<file path="src/include/sebs_pkg.sv">
package sebs_pkg;

   // ==========================================================================
   // clock and time base
   localparam int CLK_FREQ_HZ = 32'h0773_5940;
   localparam int MS_PER_S = 32'h0000_03e8;
   localparam int CLKS_PER_MS = CLK_FREQ_HZ / MS_PER_S;
   localparam real POWERUP_TIME_S = 1.5;
   localparam int POWERUP_MS = int'(POWERUP_TIME_S * MS_PER_S);

   // ==========================================================================
   // register map, word index = byte address / 4
   localparam logic [2:0] REG_STANDSTILL_SPEED = 3'h0;
   localparam logic [2:0] REG_STANDSTILL_DELAY = 3'h1;
   localparam logic [2:0] REG_RUNNING_WAIT = 3'h2;
   localparam logic [2:0] REG_RUNNING_SPEED = 3'h3;
   localparam logic [2:0] REG_RELEASE_DELAY = 3'h4;
   localparam logic [2:0] REG_STATUS = 3'h5;

   // status register field positions
   localparam int ST_BIT_READY = 0;
   localparam int ST_BIT_POWER = 1;
   localparam int ST_BIT_BRAKE = 2;
   localparam int ST_BIT_ALARM = 3;
   localparam int ST_BIT_REQUEST = 4;
   localparam int ST_STATE_LSB = 8;

   // ==========================================================================
   // setting limits and reset values
   localparam logic [15:0] SPEED_MAX = 16'h0bb8;
   localparam logic [15:0] STANDSTILL_DELAY_MAX = 16'h7530;
   localparam logic [15:0] RUNNING_WAIT_MAX = 16'h2710;
   localparam logic [15:0] RELEASE_DELAY_MAX = 16'h2710;
   localparam logic [15:0] STANDSTILL_SPEED_RST = 16'h0005;
   localparam logic [15:0] STANDSTILL_DELAY_RST = 16'h012c;
   localparam logic [15:0] RUNNING_WAIT_RST = 16'h01f4;
   localparam logic [15:0] RUNNING_SPEED_RST = 16'h0064;
   localparam logic [15:0] RELEASE_DELAY_RST = 16'h012c;
   localparam logic [15:0] MS_ELAPSED_MAX = 16'hffff;

   // ==========================================================================
   // types
   typedef enum logic [2:0] {
      ST_POWERUP = 3'b000,
      ST_IDLE = 3'b001,
      ST_ENABLE = 3'b010,
      ST_RUN = 3'b011,
      ST_HOLD = 3'b100,
      ST_COAST = 3'b101
   } sebs_state_t;

   typedef struct packed {
      logic [15:0] standstill_speed_threshold;
      logic [15:0] standstill_brake_delay;
      logic [15:0] running_brake_wait_time;
      logic [15:0] running_brake_speed;
      logic [15:0] brake_release_delay;
   } sebs_cfg_t;

endpackage

</file>
<file path="src/rtl/sebs_sync3.sv">
`timescale 1ns/100ps
module sebs_sync3 (
   input wire logic clk_sys,
   input wire logic rst_n,
   input wire logic pin_in,
   output logic level_out
);

   logic stage1;
   logic stage2;
   logic stage3;

   // ==========================================================================
   // three-stage capture, output moves only when stages two and three agree
   always_ff @(posedge clk_sys or negedge rst_n) begin
      if (!rst_n) begin
         stage1 <= 1'b0;
         stage2 <= 1'b0;
         stage3 <= 1'b0;
      end else begin
         stage1 <= pin_in;
         stage2 <= stage1;
         stage3 <= stage2;
      end
   end

   always_ff @(posedge clk_sys or negedge rst_n) begin
      if (!rst_n) begin
         level_out <= 1'b0;
      end else if (stage2 == stage3) begin
         level_out <= stage3;
      end
   end

endmodule

</file>
<file path="src/rtl/sebs_ms_tick.sv">
`timescale 1ns/100ps
module sebs_ms_tick #(
   parameter int CLKS_PER_TICK = sebs_pkg::CLKS_PER_MS
) (
   input wire logic clk_sys,
   input wire logic rst_n,
   input wire logic restart,
   output logic tick
);

   localparam int CW = $clog2(CLKS_PER_TICK + 1);
   localparam logic [CW-1:0] LAST = CW'(CLKS_PER_TICK - 1);

   logic [CW-1:0] count;

   // ==========================================================================
   // divider, restart realigns the tick phase to the caller's event
   always_ff @(posedge clk_sys or negedge rst_n) begin
      if (!rst_n) begin
         count <= '0;
      end else if (restart || count == LAST) begin
         count <= '0;
      end else begin
         count <= count + 1'b1;
      end
   end

   always_ff @(posedge clk_sys or negedge rst_n) begin
      if (!rst_n) begin
         tick <= 1'b0;
      end else begin
         tick <= !restart && count == LAST;
      end
   end

endmodule

</file>
<file path="src/rtl/sebs_top.sv">
`timescale 1ns/100ps
module sebs_top #(
   parameter int CLKS_PER_MS = sebs_pkg::CLKS_PER_MS,
   parameter int POWERUP_MS = sebs_pkg::POWERUP_MS
) (
   input wire logic clk_sys,
   input wire logic rst_n,
   input wire logic [4:0] avs_address,
   input wire logic avs_read,
   input wire logic avs_write,
   input wire logic [31:0] avs_writedata,
   input wire logic [3:0] avs_byteenable,
   output logic [31:0] avs_readdata,
   output logic avs_waitrequest,
   input wire logic servo_on_request,
   input wire logic alarm_in,
   input wire logic [15:0] motor_speed_rpm,
   output logic servo_ready_flag,
   output logic motor_power_on,
   output logic holding_brake_release
);

   sebs_pkg::sebs_state_t state;
   sebs_pkg::sebs_state_t next_state;
   sebs_pkg::sebs_cfg_t cfg;
   logic request_s;
   logic alarm_s;
   logic ms_tick;
   logic state_change;
   logic [15:0] ms_elapsed;
   logic bus_ack;
   logic [2:0] reg_idx;
   logic wr_take;
   logic low_speed;

   // ==========================================================================
   // pin inputs
   sebs_sync3 u_sync_request (
      .clk_sys(clk_sys),
      .rst_n(rst_n),
      .pin_in(servo_on_request),
      .level_out(request_s)
   );

   sebs_sync3 u_sync_alarm (
      .clk_sys(clk_sys),
      .rst_n(rst_n),
      .pin_in(alarm_in),
      .level_out(alarm_s)
   );

   // ==========================================================================
   // millisecond time base
   assign state_change = next_state != state;

   sebs_ms_tick #(
      .CLKS_PER_TICK(CLKS_PER_MS)
   ) u_ms_tick (
      .clk_sys(clk_sys),
      .rst_n(rst_n),
      .restart(state_change),
      .tick(ms_tick)
   );

   // saturates so a long stay in one state never wraps into a false timeout
   always_ff @(posedge clk_sys or negedge rst_n) begin
      if (!rst_n) begin
         ms_elapsed <= '0;
      end else if (state_change) begin
         ms_elapsed <= '0;
      end else if (ms_tick && ms_elapsed != sebs_pkg::MS_ELAPSED_MAX) begin
         ms_elapsed <= ms_elapsed + 16'h0001;
      end
   end

   // ==========================================================================
   // sequencer
   assign low_speed = motor_speed_rpm < cfg.standstill_speed_threshold;

   always_comb begin
      next_state = state;
      unique case (state)
         sebs_pkg::ST_POWERUP: begin
            if (ms_elapsed >= 16'(POWERUP_MS)) begin
               next_state = sebs_pkg::ST_IDLE;
            end
         end
         sebs_pkg::ST_IDLE: begin
            if (request_s && !alarm_s) begin
               next_state = sebs_pkg::ST_ENABLE;
            end
         end
         sebs_pkg::ST_ENABLE: begin
            if (alarm_s || !request_s) begin
               next_state = sebs_pkg::ST_IDLE;
            end else if (ms_elapsed >= cfg.brake_release_delay) begin
               next_state = sebs_pkg::ST_RUN;
            end
         end
         sebs_pkg::ST_RUN: begin
            if (alarm_s || !request_s) begin
               if (!low_speed) begin
                  next_state = sebs_pkg::ST_COAST;
               end else if (alarm_s) begin
                  next_state = sebs_pkg::ST_IDLE;
               end else begin
                  next_state = sebs_pkg::ST_HOLD;
               end
            end
         end
         sebs_pkg::ST_HOLD: begin
            if (alarm_s || ms_elapsed >= cfg.standstill_brake_delay) begin
               next_state = sebs_pkg::ST_IDLE;
            end
         end
         sebs_pkg::ST_COAST: begin
            if (ms_elapsed >= cfg.running_brake_wait_time ||
                motor_speed_rpm <= cfg.running_brake_speed) begin
               next_state = sebs_pkg::ST_IDLE;
            end
         end
         default: begin
            next_state = sebs_pkg::ST_POWERUP;
         end
      endcase
   end

   always_ff @(posedge clk_sys or negedge rst_n) begin
      if (!rst_n) begin
         state <= sebs_pkg::ST_POWERUP;
      end else begin
         state <= next_state;
      end
   end

   // ==========================================================================
   // outputs, registered from the next state so they track state exactly
   always_ff @(posedge clk_sys or negedge rst_n) begin
      if (!rst_n) begin
         servo_ready_flag <= 1'b0;
      end else begin
         servo_ready_flag <= next_state != sebs_pkg::ST_POWERUP;
      end
   end

   always_ff @(posedge clk_sys or negedge rst_n) begin
      if (!rst_n) begin
         motor_power_on <= 1'b0;
      end else begin
         motor_power_on <= next_state == sebs_pkg::ST_ENABLE ||
                           next_state == sebs_pkg::ST_RUN ||
                           next_state == sebs_pkg::ST_HOLD;
      end
   end

   // relay drive: high energises the coil and lifts the brake
   always_ff @(posedge clk_sys or negedge rst_n) begin
      if (!rst_n) begin
         holding_brake_release <= 1'b0;
      end else begin
         holding_brake_release <= next_state == sebs_pkg::ST_RUN ||
                                  next_state == sebs_pkg::ST_COAST;
      end
   end

   // ==========================================================================
   // register slave, one wait cycle per access
   function automatic logic [15:0] merge_clamp(
      input logic [15:0] old,
      input logic [31:0] wd,
      input logic [3:0] be,
      input logic [15:0] max
   );
      logic [15:0] v;
      v = old;
      if (be[0]) begin
         v[7:0] = wd[7:0];
      end
      if (be[1]) begin
         v[15:8] = wd[15:8];
      end
      merge_clamp = (v > max) ? max : v;
   endfunction

   assign reg_idx = avs_address[4:2];
   assign avs_waitrequest = (avs_read || avs_write) && !bus_ack;
   assign wr_take = avs_write && bus_ack;

   always_ff @(posedge clk_sys or negedge rst_n) begin
      if (!rst_n) begin
         bus_ack <= 1'b0;
      end else begin
         bus_ack <= (avs_read || avs_write) && !bus_ack;
      end
   end

   // out-of-range writes clamp to the limit rather than being dropped
   always_ff @(posedge clk_sys or negedge rst_n) begin
      if (!rst_n) begin
         cfg.standstill_speed_threshold <= sebs_pkg::STANDSTILL_SPEED_RST;
         cfg.standstill_brake_delay <= sebs_pkg::STANDSTILL_DELAY_RST;
         cfg.running_brake_wait_time <= sebs_pkg::RUNNING_WAIT_RST;
         cfg.running_brake_speed <= sebs_pkg::RUNNING_SPEED_RST;
         cfg.brake_release_delay <= sebs_pkg::RELEASE_DELAY_RST;
      end else if (wr_take) begin
         unique case (reg_idx)
            sebs_pkg::REG_STANDSTILL_SPEED: begin
               cfg.standstill_speed_threshold <= merge_clamp(cfg.standstill_speed_threshold,
                  avs_writedata, avs_byteenable, sebs_pkg::SPEED_MAX);
            end
            sebs_pkg::REG_STANDSTILL_DELAY: begin
               cfg.standstill_brake_delay <= merge_clamp(cfg.standstill_brake_delay,
                  avs_writedata, avs_byteenable, sebs_pkg::STANDSTILL_DELAY_MAX);
            end
            sebs_pkg::REG_RUNNING_WAIT: begin
               cfg.running_brake_wait_time <= merge_clamp(cfg.running_brake_wait_time,
                  avs_writedata, avs_byteenable, sebs_pkg::RUNNING_WAIT_MAX);
            end
            sebs_pkg::REG_RUNNING_SPEED: begin
               cfg.running_brake_speed <= merge_clamp(cfg.running_brake_speed,
                  avs_writedata, avs_byteenable, sebs_pkg::SPEED_MAX);
            end
            sebs_pkg::REG_RELEASE_DELAY: begin
               cfg.brake_release_delay <= merge_clamp(cfg.brake_release_delay,
                  avs_writedata, avs_byteenable, sebs_pkg::RELEASE_DELAY_MAX);
            end
            default: begin
            end
         endcase
      end
   end

   always_ff @(posedge clk_sys or negedge rst_n) begin
      if (!rst_n) begin
         avs_readdata <= '0;
      end else if (avs_read && !bus_ack) begin
         avs_readdata <= '0;
         unique case (reg_idx)
            sebs_pkg::REG_STANDSTILL_SPEED: begin
               avs_readdata[15:0] <= cfg.standstill_speed_threshold;
            end
            sebs_pkg::REG_STANDSTILL_DELAY: begin
               avs_readdata[15:0] <= cfg.standstill_brake_delay;
            end
            sebs_pkg::REG_RUNNING_WAIT: begin
               avs_readdata[15:0] <= cfg.running_brake_wait_time;
            end
            sebs_pkg::REG_RUNNING_SPEED: begin
               avs_readdata[15:0] <= cfg.running_brake_speed;
            end
            sebs_pkg::REG_RELEASE_DELAY: begin
               avs_readdata[15:0] <= cfg.brake_release_delay;
            end
            sebs_pkg::REG_STATUS: begin
               avs_readdata[sebs_pkg::ST_BIT_READY] <= servo_ready_flag;
               avs_readdata[sebs_pkg::ST_BIT_POWER] <= motor_power_on;
               avs_readdata[sebs_pkg::ST_BIT_BRAKE] <= holding_brake_release;
               avs_readdata[sebs_pkg::ST_BIT_ALARM] <= alarm_s;
               avs_readdata[sebs_pkg::ST_BIT_REQUEST] <= request_s;
               avs_readdata[sebs_pkg::ST_STATE_LSB +: 3] <= state;
            end
            default: begin
            end
         endcase
      end
   end

   // ==========================================================================
   // checks
   AST_READY_ONLY_AFTER_POWERUP: assert property (
      @(posedge clk_sys) disable iff (!rst_n)
      $rose(servo_ready_flag) |-> $past(state) == sebs_pkg::ST_POWERUP &&
                                  $past(ms_elapsed) >= 16'(POWERUP_MS))
      else $error("ready rose before power-up delay");

   AST_NO_POWER_WHILE_UNREADY: assert property (
      @(posedge clk_sys) disable iff (!rst_n)
      !servo_ready_flag |-> !motor_power_on && !holding_brake_release)
      else $error("motor powered while not ready");

   AST_ENABLE_POWERS_MOTOR: assert property (
      @(posedge clk_sys) disable iff (!rst_n)
      state == sebs_pkg::ST_IDLE && request_s && !alarm_s |=>
         motor_power_on && !holding_brake_release)
      else $error("enable request did not power the motor");

   AST_ALARM_CUTS_POWER: assert property (
      @(posedge clk_sys) disable iff (!rst_n)
      alarm_s |=> !motor_power_on)
      else $error("alarm left motor powered");

   AST_RUN_BRAKE_RELEASED: assert property (
      @(posedge clk_sys) disable iff (!rst_n)
      state == sebs_pkg::ST_RUN |-> holding_brake_release && motor_power_on)
      else $error("running without brake release");

   AST_STOP_SELECT: assert property (
      @(posedge clk_sys) disable iff (!rst_n)
      state == sebs_pkg::ST_RUN && !request_s && !alarm_s |=>
         state == ($past(low_speed) ? sebs_pkg::ST_HOLD : sebs_pkg::ST_COAST))
      else $error("wrong servo-off sequence chosen");

   AST_HOLD_ENERGISED: assert property (
      @(posedge clk_sys) disable iff (!rst_n)
      state == sebs_pkg::ST_HOLD |-> motor_power_on && !holding_brake_release)
      else $error("standstill stop not holding position");

   AST_HOLD_DELAY: assert property (
      @(posedge clk_sys) disable iff (!rst_n)
      state == sebs_pkg::ST_HOLD && !alarm_s && ms_elapsed < cfg.standstill_brake_delay
      |=> motor_power_on)
      else $error("power withdrawn before standstill delay");

   AST_COAST_OUTPUTS: assert property (
      @(posedge clk_sys) disable iff (!rst_n)
      state == sebs_pkg::ST_COAST |-> !motor_power_on && holding_brake_release)
      else $error("coasting stop drives wrong outputs");

   AST_COAST_END: assert property (
      @(posedge clk_sys) disable iff (!rst_n)
      state == sebs_pkg::ST_COAST && (motor_speed_rpm <= cfg.running_brake_speed ||
         ms_elapsed >= cfg.running_brake_wait_time) |=> !holding_brake_release)
      else $error("brake not engaged at running stop end");

   AST_RELEASE_AFTER_POWER: assert property (
      @(posedge clk_sys) disable iff (!rst_n)
      $rose(holding_brake_release) |-> $past(motor_power_on) &&
         $past(state) == sebs_pkg::ST_ENABLE &&
         $past(ms_elapsed) >= $past(cfg.brake_release_delay))
      else $error("brake released before release delay");

   AST_CFG_IN_RANGE: assert property (
      @(posedge clk_sys) disable iff (!rst_n)
      cfg.standstill_speed_threshold <= sebs_pkg::SPEED_MAX &&
      cfg.running_brake_speed <= sebs_pkg::SPEED_MAX &&
      cfg.standstill_brake_delay <= sebs_pkg::STANDSTILL_DELAY_MAX &&
      cfg.running_brake_wait_time <= sebs_pkg::RUNNING_WAIT_MAX &&
      cfg.brake_release_delay <= sebs_pkg::RELEASE_DELAY_MAX)
      else $error("setting outside its range");

   AST_TIMER_RESTART: assert property (
      @(posedge clk_sys) disable iff (!rst_n)
      state != $past(state) |-> ms_elapsed == 16'h0000 && !ms_tick)
      else $error("timer not restarted on state change");

   AST_IGNORE_WHEN_UNREADY: assert property (
      @(posedge clk_sys) disable iff (!rst_n)
      state == sebs_pkg::ST_POWERUP |=>
         state inside {sebs_pkg::ST_POWERUP, sebs_pkg::ST_IDLE} && !holding_brake_release)
      else $error("request acted on before ready");

endmodule

</file>
<file path="config.mk">
export PLATFORM = sky130hd
export DESIGN_NAME = sebs_top
export DESIGN_NICKNAME = d
export VERILOG_FILES = /design/src/include/sebs_pkg.sv /design/src/rtl/sebs_sync3.sv /design/src/rtl/sebs_ms_tick.sv /design/src/rtl/sebs_top.sv
export SDC_FILE = /design/constraint.sdc
export NUM_CORES = 1
export LEC_CHECK = 0
export BUFFER_PORTS_ARGS = -buffer_cell sky130_fd_sc_hd__buf_4
export CAP_MARGIN = 20
export CORE_MARGIN = 2
export CORE_UTILIZATION = 45
export DETAILED_ROUTE_END_ITERATION = 10
export PLACE_DENSITY = 0.63
export SLEW_MARGIN = 20
export SYNTH_ARGS = -nofsm -noshare
export SYNTH_HDL_FRONTEND = slang
export SYNTH_SLANG_ARGS = --single-unit
</file>
<file path="constraint.sdc">
create_clock -name clk_sys -period 5.6 [get_ports clk_sys]
set_input_delay 0.84 -clock clk_sys [delete_from_list [all_inputs] [get_ports clk_sys]]
set_output_delay 0.84 -clock clk_sys [all_outputs]
set_load 0.005 [all_outputs]
</file>
Yosys cells after proc, flatten, opt, wreduce, memory -nomap -nowiden

Index checks and enable logic that the tools add are counted.

Div/mod/pow operators: 0
$add $sub $neg: 2
$mul: 0
Shifts and indexed selects: 0
Equality and inequality tests: 19
Bitwise logic cells: 0
Reductions and logical operators: 27
$lt $le $gt $ge: 11
Mux-type cells: 52

Operators with widths:

| cell                    | count |
|---|---|
| $mux W8                 | 30 |
| $mux W16                | 7 |
| $ge A16 B16 Y1          | 3 |
| $pmux W3 S6             | 2 |
| $gt A16 B12 Y1 const B  | 2 |
| $gt A16 B14 Y1 const B  | 2 |
| $pmux W5 S6             | 1 |
| $mux W3                 | 9 |
| $pmux W5 S5             | 1 |
| $eq A3 B2 Y1 const B    | 6 |
| $eq A3 B3 Y1 const B    | 6 |
| $add A17 B1 Y17 const B | 1 |
| $eq A17 B17 Y1 const B  | 1 |
| $mux W17                | 1 |
| $add A16 B1 Y16 const B | 1 |
| $ge A16 B11 Y1 const B  | 1 |
| $gt A16 B15 Y1 const B  | 1 |
| $le A16 B16 Y1          | 1 |
| $lt A16 B16 Y1          | 1 |
| $ne A16 B16 Y1 const B  | 1 |
| $pmux W3 S5             | 1 |
| $reduce_and A2 Y1       | 5 |
| $logic_or A1 B1 Y1      | 8 |
| $eq A3 B1 Y1 const B    | 2 |
| other kinds (7)         | 17 |

Register bits after elaboration: 145
Bits in latches: 0
Memory bits (read-only): 0
Memories: 0
Output and inout bits: 36
Input bits: 63
Memory bits (writable): 0

Depth between registers and ports, before layout

Word-level depth: 7
Mapped depth: 11
Depth with buffers taken out: 10

Modules after synthesis

From an unflattened synthesis, not the netlist that was laid out.

Cells, all modules: 988
Area, all modules: 9230.1 um^2

Modules (own cells, without submodules):

| module       | area an instance (um^2) | cells an instance | times used |
|---|---|---|---|
| sebs_top     | 8117.8                  | 888               | 1 |
| sebs_ms_tick | 889.6                   | 90                | 1 |
| sebs_sync3   | 111.4                   | 5                 | 2 |

Worst setup path before layout

OpenSTA, ideal clock, no wires.

Kind: input port to flip-flop
Start: input port motor_speed_rpm[1]
End: register servo_ready_flag
Path slack: 2.782 ns
Path buffers: 0
Arrival: 2.687 ns
Data required time: 5.469 ns
Library setup time: 0.131 ns
Stages: 8
Cells stage by stage: ha_1 -> a2111o_1 -> a311oi_1 -> o21ai_1 -> o311a_1 -> a221oi_2 -> inv_2 -> or3_1

Longest elaborated chain between the ends: 5

RTL lines:

| element                                                 | line                             | source |
|---|---|---|
| start, declared                                         | sebs_top.sv:17                   | `input wire logic [15:0] motor_speed_rpm,` |
| $lt A16 B16 Y1 / $le A16 B16 Y1 (equally long branches) | sebs_top.sv:78, sebs_top.sv:118  |  |
| $mux W3 / $logic_or A1 B1 Y1 (equally long branches)    | sebs_top.sv:102, sebs_top.sv:117 |  |
| $mux W3, on equally long branches                       | sebs_top.sv:101, sebs_top.sv:117 |  |
| $pmux W3 S6 *                                           | sebs_top.sv:82                   | `unique case (state)` |
| via next_state[0]                                       | sebs_top.sv:24                   | `sebs_pkg::sebs_state_t next_state;` |
| $reduce_bool A3 Y1 *                                    | sebs_top.sv:142                  | `servo_ready_flag <= next_state != sebs_pkg::ST_POWERUP;` |
| end signal, assigned                                    | sebs_top.sv:142                  |  |
| end, declared                                           | sebs_top.sv:18                   | `output logic servo_ready_flag,` |

The timed path passes the listed nets; every way through them passes the cells marked *.
A chain may end at the register's enable or synchronous reset.

Final worst setup path

Start: input port avs_byteenable[0]
End: register cfg[52] (netlist bit)

Longest elaborated chain between the ends: 5

RTL lines:

| element         | line            | source |
|---|---|---|
| start, declared | sebs_top.sv:12  | `input wire logic [3:0] avs_byteenable,` |
| $mux W8 *       | sebs_top.sv:176 | `if (be[0]) begin` |
| $mux W8 *       | sebs_top.sv:206 | `unique case (reg_idx)` |
| $mux W8 *       | sebs_top.sv:205 | `end else if (wr_take) begin` |
| $gt A16 B15 Y1  | sebs_top.sv:182 | `merge_clamp = (v > max) ? max : v;` |
| $mux W16 *      | sebs_top.sv:182 |  |
| end, declared   | sebs_top.sv:25  | `sebs_pkg::sebs_cfg_t cfg;` |

Every way passes the cells marked *; elsewhere a longest branch is shown, timed or not. The select of a mux whose other input is x is not followed.

==> flow_metrics.tcl <==
set metrics [dict create \
    run_status "finished clean" \
    stdcell_area_um2 10590 \
    leakagePower_nw 4.795 \
    clkLatencyLatePin_ns 0.44 \
    finalSetupViolCount 0 \
    area_delta_synth_final_pct 13.06 \
    final_cell_mix "dfrtp_1 (126), inv_1 (100), nand2_1 (82), ha_1 (82), a21oi_1 (66)" \
    wl_per_cell_um 20.01 \
    crit_type "in -> reg" \
    fin_skew_ns 0.01537 \
    clk_pin_slew_ns 0.06 \
    hold_buffers 0 \
    drt_iter0_markers 780 \
    gp_congestion 0.9532 \
    crit_required_ns 5.87 \
    synth-seq-cells 145 \
    start_util 0.4600 \
    syn_inst 1042 \
    finalNetCount 1226 \
    place_area_um2 9957 \
    via_per_inst 5.944 \
    die-area_um2 21990 \
    synthFlopType "dfrtp_1" \
    ff2ff_setup_slack_ns 2.28 \
    cts_resized 0 \
    grt_overflow 0 \
    cp-start-kind "input port" \
    final_common_cell "dfrtp_1" \
    port_buffers 62 \
    drive_above_1_share 0.1234 \
    die_y_um 148.3 \
    ant_nets 0 \
    clockBufferDepth 2 \
    relSlewSlack 0.2695 \
    root_buffer "clkbuf_16" \
    grt_max_degree 99 \
    dp_hpwl_um 20350 \
    peakVddDrop_uv 208.3 \
    yosysSeqAreaShare 0.3899 \
    yosys_warnings 0 \
    max_freq_mhz 288.7 \
    route.met2.wl_um 11660 \
    core_um2 20360 \
    num_rows 52 \
    wirelength_met1_um 13090 \
    dr.pass1.iters 5 \
    die_w_um 148.3 \
    cp_max_fo 42 \
    cts.sinks 145 \
    htree_levels 4 \
    antenna_found_initial 0 \
    postSynth.asyncResetShare 1.000 \
    yosysUniqueCellTypes 74 \
    wl_met3_um 1877 \
    track_usage 0.2549 \
    fin_crit_sh 0.6186 \
    topRoutingLayerUsed "met4" \
    wl_um 27300 \
    synth-edff-count 0 \
    numCtsBuffers 17 \
    hold_viol_final 0 \
    cap_violations 0 \
    cts_tree "built" \
    worstPathArrival_ns 3.74 \
    fin_setup_tns_ns 0 \
    postCtsSetupBuffers 0 \
    grt_pass1_vias 7552 \
    drv_slew 0 \
    num_vias 8108 \
    io_pins 99 \
    hold_path_class "reg -> reg" \
    cp-end-kind "flop" \
    syn_area_per_cell_um2 8.990 \
    syn_area_um2 9368 \
    grt_pass1_wl_um 43160 \
    min_period_ns 3.464 \
    rsz0062_at_grt "false" \
    tightest_slew_ns 1.087 \
    drc 0 \
    power_density_nw_per_um2 343.2 \
    n_antenna_cell 0 \
]
routing by layer:
metal | vias to the layer above | track usage
met5 | - | 0
met4 | 0 | 0.08571
met3 | 51 | 0.04816
met2 | 320 | 0.3637
met1 | 3903 | 0.3871
li1 | 3834 | -
through the flow:
stage / hold WS [ns] / utilization / total power, mW / setup slack [ns] / std cells
final: 0.3504 / 0.5201 / 3.635 / 2.136 / 1364
after CTS: 0.3530 / 0.5200 / 3.635 / 2.277 / 1364
after global placement: 0.3341 / 0.4889 / 2.371 / 1.746 / 1332
after floorplan: 0.3312 / - / 2.031 / 2.782 / 1057
after global routing: 0.3544 / 0.5201 / 3.833 / 1.942 / 1364
after detailed placement: 0.3387 / 0.4889 / 2.394 / 1.816 / 1332
registers in the layout, indices dropped and copies added (netlist names):
register,flops
cfg,80
u_ms_tick.count,17
avs_readdata,16
ms_elapsed,16
state,3
bus_ack,1
holding_brake_release,1
motor_power_on,1
servo_ready_flag,1
u_ms_tick.tick,1
u_sync_alarm.level_out,1
u_sync_alarm.stage1,1
u_sync_alarm.stage2,1
u_sync_alarm.stage3,1
u_sync_request.level_out,1
u_sync_request.stage1,1
u_sync_request.stage2,1
u_sync_request.stage3,1
Yosys cell counts (6+ instances only):
cell type,count,area (um^2)
a211oi_1,8,60.06
a21oi_1,66,330.3
a22o_1,12,105.1
a22oi_1,13,97.59
a31oi_1,8,50.05
a32o_1,8,80.08
a32oi_1,8,70.07
and3_1,10,62.56
buf_2,9,45.04
buf_4,16,120.1
clkbuf_1,31,116.4
dfrtp_1,126,3153
dfstp_2,19,499.2
ha_1,82,1026
inv_1,100,375.4
mux2i_1,12,120.1
nand2_1,82,307.8
nand2b_1,16,100.1
nand3_1,28,140.1
nand4_1,19,118.9
nor2_1,62,232.7
nor2b_1,6,37.54
nor3_1,50,250.2
nor4_1,6,37.54
o21a_1,12,90.09
o21ai_0,63,315.3
o22a_1,17,148.9
o22ai_1,14,87.58
o32a_1,6,60.06
o41ai_1,6,52.55
or3_1,6,37.54
xnor2_1,12,105.1
xor2_1,18,157.7
worst max-delay path, cell delays in order:
cell and delay, ns:
buf_4 0.36, nand2b_1 0.23, o32a_1 0.22, o41ai_1 0.72, o221ai_1 0.45, nor2_1 0.50, and2_1 0.29, a22oi_1 0.11
kinds of logic (layout without fill, tap and decap cells):
| kind of cell | count (synthesis) | count (layout) | synth area share |
|---|---|---|---|
| simple gates | 316 | 316 | 0.1676 |
| compound gates | 288 | 288 | 0.2090 |
| buf+inv | 161 | 198 | 0.07212 |
| mux | 17 | 17 | 0.02124 |
| flops | 145 | 145 | 0.3899 |
| other cells | 1 | 16 | 0.0004003 |
| xor+xnor | 30 | 30 | 0.02805 |
| fa+ha+maj | 84 | 84 | 0.1117 |
path summary, 6_finish.rpt:
path,from,endpoint,depth (start not counted)
worst min-delay path,u_sync_request.stage1$_DFF_PN0_,u_sync_request.stage2$_DFF_PN0_,0
max in group asynchronous,rst_n,u_sync_alarm.stage3$_DFF_PN0_,2
worst max register to register,cfg[66]$_DFFE_PN1P_,ms_elapsed[4]$_DFFE_PN0P_,10
worst min register to register,u_sync_request.stage1$_DFF_PN0_,u_sync_request.stage2$_DFF_PN0_,0
min in group asynchronous,rst_n,avs_readdata[2]$_DFFE_PN0P_,1
worst max-delay path,avs_byteenable[0],cfg[52]$_DFFE_PN0P_,8
layout make-up:
class	instances	area [um^2]
clock buffer	23	478.0
clock inverter	9	153.9
fill	1896	9773
inverter	101	379.1
multi-input combinational	751	5099
sequential	145	3652
tap	270	337.8
timing repair buffer	65	491.7
power by group:
| part | switching (mW) | internal (mW) |
|---|---|---|
| Sequential | 0.196 | 1.23 |
| Combinational | 0.576 | 0.390 |
| Clock | 0.460 | 0.781 |
No activity file was read; power rests on OpenSTA's default activity.
